File: config.mk
export PLATFORM = sky130hd
export DESIGN_NAME = uart_rx
export DESIGN_NICKNAME = d
export VERILOG_FILES = /design/src/include/uart_rx_pkg.sv /design/src/hdl/rx_fifo.sv /design/src/hdl/baud_timer.sv /design/src/hdl/uart_rx.sv
export VERILOG_INCLUDE_DIRS = /design/src /design/src/include
export SDC_FILE = /design/constraint.sdc
export NUM_CORES = 1
export LEC_CHECK = 0
export BUFFER_PORTS_ARGS = -buffer_cell sky130_fd_sc_hd__buf_2
export CELL_PAD_IN_SITES_DETAIL_PLACEMENT = 1
export CELL_PAD_IN_SITES_GLOBAL_PLACEMENT = 1
export CORE_ASPECT_RATIO = 0.7
export CORE_UTILIZATION = 45
export CTS_CLUSTER_SIZE = 30
export DETAILED_ROUTE_END_ITERATION = 16
export GPL_ROUTABILITY_DRIVEN = 0
export PLACE_DENSITY = 0.85
export SYNTH_ARGS = -nofsm -noshare
export SYNTH_HDL_FRONTEND = slang
export SYNTH_SLANG_ARGS = --single-unit
File: constraint.sdc
create_clock -name pclk -period 4.8 [get_ports pclk]
set_clock_uncertainty 0.15 [all_clocks]
set_input_delay 0.24 -clock pclk [delete_from_list [all_inputs] [get_ports pclk]]
set_output_delay 0.24 -clock pclk [all_outputs]
set_load 0.05 [all_outputs]
File: src/include/uart_rx_consts.svh
// constants for the serial receiver with baud timer
// assumes a 32-bit apb slave, registers one word each
`ifndef UART_RX_CONSTS_SVH
`define UART_RX_CONSTS_SVH

// register byte offsets
`define OFS_CTRL     12'h000
`define OFS_STATUS   12'h004
`define OFS_DATA     12'h008
`define OFS_DIV_LO   12'h00C
`define OFS_DIV_HI   12'h010

// control field positions
`define CTRL_PORT_EN    0
`define CTRL_RECV_EN    1
`define CTRL_NINE_BIT   2
`define CTRL_ADDR_DET   3
`define CTRL_HIGH_SPEED 4
`define CTRL_WIDE    5
`define CTRL_SYNC    6

// status field positions
`define ST_FRAMING    0
`define ST_OVERRUN    1
`define ST_NINTH_BIT  2
`define ST_DATA_AVAIL 3
`define ST_IDLE      4

// reset values
`define CTRL_RST     8'h00
`define DIV_RST      8'h00

// receive FIFO depth
`define FIFO_DEPTH   2

`endif

File: src/include/uart_rx_pkg.sv
// types for the serial receiver
// assumes the constants header is included beside it
package uart_rx_pkg;
  typedef enum logic [1:0] {RX_IDLE, RX_START, RX_DATA, RX_STOP} rx_state_t;
  typedef logic [9:0] fifo_word_t;  // framing flag, ninth bit, bits 7..0
endpackage

File: src/hdl/rx_fifo.sv
// two-entry receive FIFO, read word registered
// assumes synchronous push and pop, clear from serial port disable
`timescale 1ns/1ps
`include "uart_rx_consts.svh"
module rx_fifo
  import uart_rx_pkg::*;
#(
  parameter int DEPTH = `FIFO_DEPTH
)
(
  // clock and reset
  input  wire logic       pclk,
  input  wire logic       presetn,
  // control
  input  wire logic       clr,
  input  wire logic       push,
  input  wire fifo_word_t push_data,
  input  wire logic       pop,
  // status
  output logic            full,
  output logic            empty,
  output fifo_word_t      top_data
);
  // refuse depths the shift-out slots cannot hold
  if (DEPTH != 2)
  begin : g_depth_check
    $error("rx_fifo supports depth 2 only");
  end

  fifo_word_t mem_r [2];
  fifo_word_t mem_nxt [2];
  logic [1:0] cnt_r, cnt_nxt;

  ////////////////////////////////////////////////////////////////////
  // next state: shift-out FIFO, head always in slot 0
  always_comb
  begin
    mem_nxt = mem_r;
    cnt_nxt = cnt_r;
    if (clr)
    begin
      cnt_nxt = 2'h0;
    end
    else
    begin
      if (pop && cnt_r != 2'h0)
      begin
        mem_nxt[0] = mem_r[1];
        cnt_nxt = cnt_r - 2'h1;
      end
      if (push && cnt_nxt != 2'h2)
      begin
        mem_nxt[cnt_nxt[0]] = push_data;
        cnt_nxt = cnt_nxt + 2'h1;
      end
    end
  end

  // registers
  always_ff @(posedge pclk or negedge presetn)
  begin
    if (!presetn)
    begin
      mem_r[0] <= 10'h000;
      mem_r[1] <= 10'h000;
      cnt_r    <= 2'h0;
    end
    else
    begin
      mem_r <= mem_nxt;
      cnt_r <= cnt_nxt;
    end
  end

  assign full     = (cnt_r == 2'h2);
  assign empty    = (cnt_r == 2'h0);
  assign top_data = mem_r[0];
endmodule // rx_fifo

File: src/hdl/baud_timer.sv
// free-running 8/16-bit baud timer producing a sample tick
// assumes divisor writes pulse wr_div for one cycle
`timescale 1ns/1ps
`include "uart_rx_consts.svh"
module baud_timer
(
  // clock and reset
  input  wire logic        pclk,
  input  wire logic        presetn,
  // control
  input  wire logic        enable,
  input  wire logic        wide,
  input  wire logic [15:0] divisor,
  input  wire logic        wr_div,
  // tick, one per limit+1 cycles, limit being divisor or, in 8-bit mode, its low byte
  output logic             tick
);
  logic [15:0] cnt_r, cnt_nxt;
  logic [15:0] limit;

  // 8-bit mode uses only the low byte
  assign limit = wide ? divisor : {8'h00, divisor[7:0]};

  // count up to the limit, then restart at zero; write clears the count
  always_comb
  begin
    tick    = 1'b0;
    cnt_nxt = cnt_r;
    if (!enable || wr_div)
      cnt_nxt = 16'h0000;
    else if (cnt_r >= limit)
    begin
      cnt_nxt = 16'h0000;
      tick    = 1'b1;
    end
    else
      cnt_nxt = cnt_r + 16'h0001;
  end

  always_ff @(posedge pclk or negedge presetn)
  begin
    if (!presetn)
      cnt_r <= 16'h0000;
    else
      cnt_r <= cnt_nxt;
  end

  a_tick_period: assert property (@(posedge pclk) disable iff (!presetn)
    tick |=> !tick || (limit == 16'h0000)) else $error("tick too close");
endmodule // baud_timer

File: src/hdl/uart_rx.sv
// receive side of the serial transceiver with apb registers
// assumes an apb master on pclk, rx pin synchronous to pclk
//
// Overview of operation
// each stored character keeps its framing flag
// framing status follows oldest unread character
// framing status read-only, reception continues
// port disable clears framing, receive-disable keeps
// framing error raises no interrupt
// all-errored FIFO keeps framing status set
// software reads framing status before data
// two-deep FIFO, third character sets overrun
// overrun keeps FIFO readable, blocks reception
// overrun cleared by receive or port disable
// nine-bit mode captures ninth bit status
// software reads ninth bit before data
// address detect admits ninth-bit-set characters only
// software toggles address detect per message
// baud timer eight or sixteen bits wide
// divisor and mode bits pick period multiplier
// async low-speed 8-bit: clock over 64(n+1)
// divisor write clears baud timer
// receiver idle status bit provided
// port disable empties FIFO, idles receiver
`timescale 1ns/1ps
`include "uart_rx_consts.svh"
module uart_rx
  import uart_rx_pkg::*;
(
  // apb slave
  input  wire logic        pclk,
  input  wire logic        presetn,
  input  wire logic        psel,
  input  wire logic        penable,
  input  wire logic        pwrite,
  input  wire logic [11:0] paddr,
  input  wire logic [31:0] pwdata,
  output logic [31:0]      prdata,
  output logic             pready,
  output logic             pslverr,
  // serial line
  input  wire logic        rx_pin,
  // receive interrupt flag level
  output logic             receive_interrupt_flag
);
  ////////////////////////////////////////////////////////////////////
  // register state
  logic [7:0]  ctrl_r, ctrl_nxt;
  logic [7:0]  div_lo_r, div_lo_nxt;
  logic [7:0]  div_hi_r, div_hi_nxt;
  logic        ovr_r, ovr_nxt;
  logic [31:0] prdata_r, prdata_nxt;

  logic wr_en, rd_en, wr_div, pop;
  logic serial_port_enable, continuous_receive_enable;
  logic nine_bit_receive_enable, address_detect_enable;
  logic high_speed_select, wide_timer_select, sync_mode;

  assign wr_en = psel && penable && pwrite;
  assign rd_en = psel && penable && !pwrite;
  assign pready  = 1'b1;
  assign pslverr = 1'b0;
  assign prdata  = prdata_r;

  assign serial_port_enable        = ctrl_r[`CTRL_PORT_EN];
  assign continuous_receive_enable = ctrl_r[`CTRL_RECV_EN];
  assign nine_bit_receive_enable   = ctrl_r[`CTRL_NINE_BIT];
  assign address_detect_enable     = ctrl_r[`CTRL_ADDR_DET];
  assign high_speed_select         = ctrl_r[`CTRL_HIGH_SPEED];
  assign wide_timer_select         = ctrl_r[`CTRL_WIDE];
  assign sync_mode                 = ctrl_r[`CTRL_SYNC];

  assign wr_div = wr_en && (paddr == `OFS_DIV_LO || paddr == `OFS_DIV_HI);
  assign pop    = rd_en && (paddr == `OFS_DATA);

  ////////////////////////////////////////////////////////////////////
  // baud timer and oversampling divider
  logic       bt_tick;
  logic [5:0] os_r, os_nxt;
  logic [5:0] os_max;
  logic       sample_tick;

  baud_timer u_baud
  (
    .pclk    (pclk),
    .presetn (presetn),
    .enable  (serial_port_enable),
    .wide    (wide_timer_select),
    .divisor ({div_hi_r, div_lo_r}),
    .wr_div  (wr_div),
    .tick    (bt_tick)
  );

  // multiplier: 64, 16 or 4 timer periods per bit, split in 4 phases
  always_comb
  begin
    if (sync_mode || (high_speed_select && wide_timer_select))
      os_max = 6'h00;                              // 4 per bit
    else if (high_speed_select || wide_timer_select)
      os_max = 6'h03;                              // 16 per bit
    else
      os_max = 6'h0F;                              // 64 per bit R17
  end

  // prescale to one quarter-bit tick
  always_comb
  begin
    sample_tick = 1'b0;
    os_nxt      = os_r;
    if (!serial_port_enable || wr_div)
      os_nxt = 6'h00;
    else if (bt_tick)
    begin
      if (os_r >= os_max)
      begin
        os_nxt      = 6'h00;
        sample_tick = 1'b1;
      end
      else
        os_nxt = os_r + 6'h01;
    end
  end

  ////////////////////////////////////////////////////////////////////
  // receive state machine, four ticks per bit, sample at phase 1
  rx_state_t  st_r, st_nxt;
  logic [1:0] ph_r, ph_nxt;
  logic [3:0] bit_r, bit_nxt;
  logic [8:0] shift_r, shift_nxt;
  logic       push;
  fifo_word_t push_data;
  logic       fifo_full, fifo_empty;
  fifo_word_t top;
  logic       rx_on, stop_bad, admit;

  assign rx_on = serial_port_enable && continuous_receive_enable && !ovr_r;

  always_comb
  begin
    st_nxt    = st_r;
    ph_nxt    = ph_r;
    bit_nxt   = bit_r;
    shift_nxt = shift_r;
    push      = 1'b0;
    stop_bad  = 1'b0;
    admit     = 1'b0;
    push_data = {1'b0, shift_r};
    if (!rx_on)
      st_nxt = RX_IDLE;
    else if (st_r == RX_IDLE)
    begin
      if (!rx_pin)
      begin
        st_nxt = RX_START;
        ph_nxt = 2'h0;
      end
    end
    else if (sample_tick)
    begin
      ph_nxt = ph_r + 2'h1;
      case (st_r)
        RX_START:
        begin
          if (ph_r == 2'h1 && rx_pin)
            st_nxt = RX_IDLE;                      // false start
          else if (ph_r == 2'h3)
          begin
            st_nxt  = RX_DATA;
            bit_nxt = 4'h0;
          end
        end
        RX_DATA:
        begin
          if (ph_r == 2'h1)
            shift_nxt = nine_bit_receive_enable ? {rx_pin, shift_r[8:1]}
                                                : {1'b0, rx_pin, shift_r[7:1]};
          if (ph_r == 2'h3)
          begin
            bit_nxt = bit_r + 4'h1;
            if (bit_r == (nine_bit_receive_enable ? 4'h8 : 4'h7))
              st_nxt = RX_STOP;
          end
        end
        RX_STOP:
        begin
          if (ph_r == 2'h1)
          begin
            stop_bad  = !rx_pin;
            push_data = {stop_bad, shift_r};
            admit = !(address_detect_enable && nine_bit_receive_enable && !shift_r[8]);
            push  = admit && (!fifo_full || pop);  // a read frees a slot
            st_nxt = RX_IDLE;
          end
        end
        default: st_nxt = RX_IDLE;
      endcase
    end
  end

  always_ff @(posedge pclk or negedge presetn)
  begin
    if (!presetn)
    begin
      st_r    <= RX_IDLE;
      ph_r    <= 2'h0;
      bit_r   <= 4'h0;
      shift_r <= 9'h000;
      os_r    <= 6'h00;
    end
    else
    begin
      st_r    <= st_nxt;
      ph_r    <= ph_nxt;
      bit_r   <= bit_nxt;
      shift_r <= shift_nxt;
      os_r    <= os_nxt;
    end
  end

  rx_fifo #(.DEPTH(`FIFO_DEPTH)) u_fifo
  (
    .pclk      (pclk),
    .presetn   (presetn),
    .clr       (!serial_port_enable),
    .push      (push),
    .push_data (push_data),
    .pop       (pop),
    .full      (fifo_full),
    .empty     (fifo_empty),
    .top_data  (top)
  );

  // interrupt flag only tracks data presence, not errors
  assign receive_interrupt_flag = !fifo_empty;

  ////////////////////////////////////////////////////////////////////
  // register writes, overrun flag, read data
  logic ov_event;
  assign ov_event = (st_r == RX_STOP) && sample_tick && (ph_r == 2'h1) && admit && fifo_full
                    && !pop;

  always_comb
  begin
    ctrl_nxt   = ctrl_r;
    div_lo_nxt = div_lo_r;
    div_hi_nxt = div_hi_r;
    ovr_nxt    = ovr_r;
    prdata_nxt = prdata_r;
    if (wr_en && paddr == `OFS_CTRL)   ctrl_nxt   = pwdata[7:0];
    if (wr_en && paddr == `OFS_DIV_LO) div_lo_nxt = pwdata[7:0];
    if (wr_en && paddr == `OFS_DIV_HI) div_hi_nxt = pwdata[7:0];
    if (!serial_port_enable || !continuous_receive_enable)
      ovr_nxt = 1'b0;
    else if (ov_event)
      ovr_nxt = 1'b1;
    if (psel && !penable && !pwrite)
    begin
      prdata_nxt = 32'h0000_0000;
      case (paddr)
        `OFS_CTRL:   prdata_nxt[7:0] = ctrl_r;
        `OFS_STATUS:
        begin
          prdata_nxt[`ST_FRAMING]    = !fifo_empty && top[9];
          prdata_nxt[`ST_OVERRUN]    = ovr_r;
          prdata_nxt[`ST_NINTH_BIT]  = !fifo_empty && top[8];
          prdata_nxt[`ST_DATA_AVAIL] = !fifo_empty;
          prdata_nxt[`ST_IDLE] = (st_r == RX_IDLE);
        end
        `OFS_DATA:   prdata_nxt[7:0] = top[7:0];
        `OFS_DIV_LO: prdata_nxt[7:0] = div_lo_r;
        `OFS_DIV_HI: prdata_nxt[7:0] = div_hi_r;
        default:     prdata_nxt = 32'h0000_0000;
      endcase
    end
  end

  always_ff @(posedge pclk or negedge presetn)
  begin
    if (!presetn)
    begin
      ctrl_r   <= `CTRL_RST;
      div_lo_r <= `DIV_RST;
      div_hi_r <= `DIV_RST;
      ovr_r    <= 1'b0;
      prdata_r <= 32'h0000_0000;
    end
    else
    begin
      ctrl_r   <= ctrl_nxt;
      div_lo_r <= div_lo_nxt;
      div_hi_r <= div_hi_nxt;
      ovr_r    <= ovr_nxt;
      prdata_r <= prdata_nxt;
    end
  end

  ////////////////////////////////////////////////////////////////////
  // checks
  a_overrun_blocks: assert property (@(posedge pclk) disable iff (!presetn)
    ovr_r |-> !push) else $error("push during overrun");
  a_overrun_sets: assert property (@(posedge pclk) disable iff (!presetn)
    ov_event && continuous_receive_enable && serial_port_enable |=> ovr_r)
    else $error("overrun not flagged");
  a_overrun_clear: assert property (@(posedge pclk) disable iff (!presetn)
    !continuous_receive_enable |=> !ovr_r) else $error("overrun kept");
  a_disable_empties: assert property (@(posedge pclk) disable iff (!presetn)
    !serial_port_enable |=> fifo_empty && st_r == RX_IDLE) else $error("not flushed");
  a_push_stored: assert property (@(posedge pclk) disable iff (!presetn)
    push |=> !fifo_empty && (!$past(fifo_empty) || top == $past(push_data)))
    else $error("character or flag not stored");
  a_addr_filter: assert property (@(posedge pclk) disable iff (!presetn)
    push && address_detect_enable && nine_bit_receive_enable |-> push_data[8])
    else $error("address filter leak");
  a_data_flag_level: assert property (@(posedge pclk) disable iff (!presetn)
    receive_interrupt_flag == !fifo_empty) else $error("flag mismatch");
  a_div_clears: assert property (@(posedge pclk) disable iff (!presetn)
    wr_div |=> os_r == 6'h00) else $error("prescaler not cleared");
endmodule // uart_rx

==> results.tsv <==
metric	value	unit
RSZ-0062 raised after global routing	false	
asr flop ratio synth	1.00	
slowest CP cell	nand3b_1	
core area	0.0125	mm²
# diodes	0	
Post-CTS Setup Bufs	0	
CP Launch Type	input pin	
register area share after synthesis	0.407	
clock tree buffer depth	2	
Final min period	4.17	ns
gr busiest metal	met2	
Post-synth EDFFs	0	
Crit Path Class	in2reg	
Static Leak	2.83	nW
Synth Flop Type	dfrtp_1	
antenna violations before repair	0	
worst hold path class	in2reg	
first-pass GRT wire length	24.9	mm
measured slew at the worst slew-check pin	1.34	ns
Peak Freq	240	MHz
row count	34	
Synth Warn #	0	
final WL	15.1	mm
Crit path max-delay family	simple AND/OR/NAND/NOR gates	
IO Pins	85	
vias in the first global route	4733	
crit-path max FO	13	
final-layout fill cell count	1399	
Slew Limit Fails	0	
reg-to-reg startpoint	u_fifo.cnt_r[0]$_DFF_PN0_	
Clock transition at path regs	0.06	ns
GRT Util Overall	0.244	
Netlist cell types	68	
average wire per standard cell	20.3	µm
nature of the critical path endpoint	register	
number of routed nets with antenna violations	0	
pin count of the biggest net entering global routing	54	
via count	4379	
hold bufs inserted after CTS	1	
Cell Area, Placed	0.00598	mm²
Hold Slack	0.00983	ns
Mapped Area	0.00578	mm²
Sw Ratio	0.302	
internal power	1.26	mW
Mapped Avg Cell Area	10.5	µm²
power per cell area	289	mW/mm²
final setup TNS	0	ns
period utilization	0.869	
Initial DRT Pass Iterations	4	
H-tree lvl count	3	
die span in x	137	µm
Root Driver	clkbuf_16	
Clock Latency Late Sink	0.35	ns
Req. time, crit path	4.88	ns
detailed-placement wirelength estimate	11.4	mm
reg2reg path depth	10	
IO buf count	34	
max-cap viol count	0	
worst vdd ir	0.228	mV
WP buf/inv	2	
TritonCTS clock tree	built	
sequential power share	0.467	
crit path cell chain	buf_2, nor4_4, nand4_2, nor3b_2, xnor2_1, clkinv_1, ha_1, or3_1, a211o_1, nand3b_1, mux2_1	
grt total ovfl	0	
hold path startpoint	pwdata[1]	
design area	0.00626	mm²
met3 GRT Util	0.0451	
final setup vio count	0	
worst hold path endpoint	div_lo_r[1]$_DFFE_PN0P_	
slowest cell delay on critical path	0.56	ns
r2r setup slk	0.83	ns
Final nets	661	
status	complete, no violations	
worst rel slew slack	0.100	
critical path arrival	4.25	ns
Clock Power Share	0.367	
most common cell after layout, fill and taps aside	dfrtp_1	
# clock sinks	94	
final hold vios	0	
Hold Path Cell Cnt	2	
die area	0.0133	mm²
post_cts resized	0	
commonest non-fill, non-tap cells in the layout	dfrtp_1 (94), nor2_1 (39), nand2_1 (35)	
DRT iter0 DRCs	261	
Synth Instances	548	
#FFs+latches synth	94	
share of post-route cells with drive strength above 1	0.201	
met1 global-route usage	0.354	
Die Ht	96.8	µm
TritonCTS buffer count	9	
drt drc	0	
Comb power frac	0.166	
P_sw	546	µW
met2 Usage GRT	0.375	
Initial Util	0.463	
P&R area growth vs syn	8.32	%
Vias/cell	5.88	
layer usage:
metal | share of wire | wire length (µm)
met1 | 0.48 | 7260
met2 | 0.47 | 7030
met3 | 0.044 | 660
met4 | 0.011 | 165
met5 | 0 | 0
cells in the mapped netlist (13+ instances only):
master	count	area share
mux2i_1	20	0.035
mux2_2	27	0.053
buf_4	30	0.039
nand2b_1	13	0.014
inv_1	29	0.019
o21ai_0	15	0.013
dfrtp_1	94	0.41
ha_1	32	0.069
nor2_1	39	0.025
nand2_1	35	0.023
a21oi_1	23	0.020
power by group through the flow:
stage	Clock, mW	Sequential [mW]	Combinational [mW]
final	0.663	0.844	0.301
after global routing	0.709	0.850	0.333
after global placement	0	0.857	0.282
after floorplan	0	0.876	0.206
after detailed placement	0	0.859	0.294
after CTS	0.678	0.845	0.300
how the worst max path moves through the flow:
stage | start | to | slack [ns] | depth (start not counted)
after floorplan | paddr[7] | u_fifo.top_data[1]$_DFFE_PN0P_ | 1.12 | 14
after global placement | paddr[7] | register | 0.60 | 11
after detailed placement | paddr[7] | register | 0.35 | 11
after CTS | paddr[7] | register | 0.70 | 11
after global routing | paddr[7] | u_fifo.top_data[0]$_DFFE_PN0P_ | 0.38 | 12
final | paddr[7] | register | 0.63 | 11
final cells by class:
type / instances / area, µm² / area share
Clock buffer: 10 / 229 / 0.0366
Clock inverter: 5 / 37.5 / 0.00600
Inverter: 30 / 113 / 0.0180
Multi-Input combinational cell: 404 / 3100 / 0.496
Sequential cell: 94 / 2350 / 0.376
Tap cell: 162 / 203 / 0.0324
Timing Repair Buffer: 40 / 220 / 0.0352
metrics by stage:
step	std cells	power [mW]	util	setup slack [ns]
after global placement	729	1.14	0.480	0.604
after global routing	745	1.89	0.502	0.378
after CTS	745	1.82	0.502	0.701
after floorplan	572	1.08	-	1.12
final	745	1.81	0.502	0.628
after detailed placement	729	1.15	0.480	0.349
logic make-up after synthesis:
logic type | share of synthesized area
AO/OA/AOI/OAI | 0.124
XOR/XNOR | 0.0243
adder cells (fa/ha/maj) | 0.0693
buffers and inverters | 0.0713
flip-flops | 0.407
multiplexers | 0.126
other | 0.00130
AND/OR/NAND/NOR | 0.177
No activity file was read; power rests on OpenSTA's default activity.
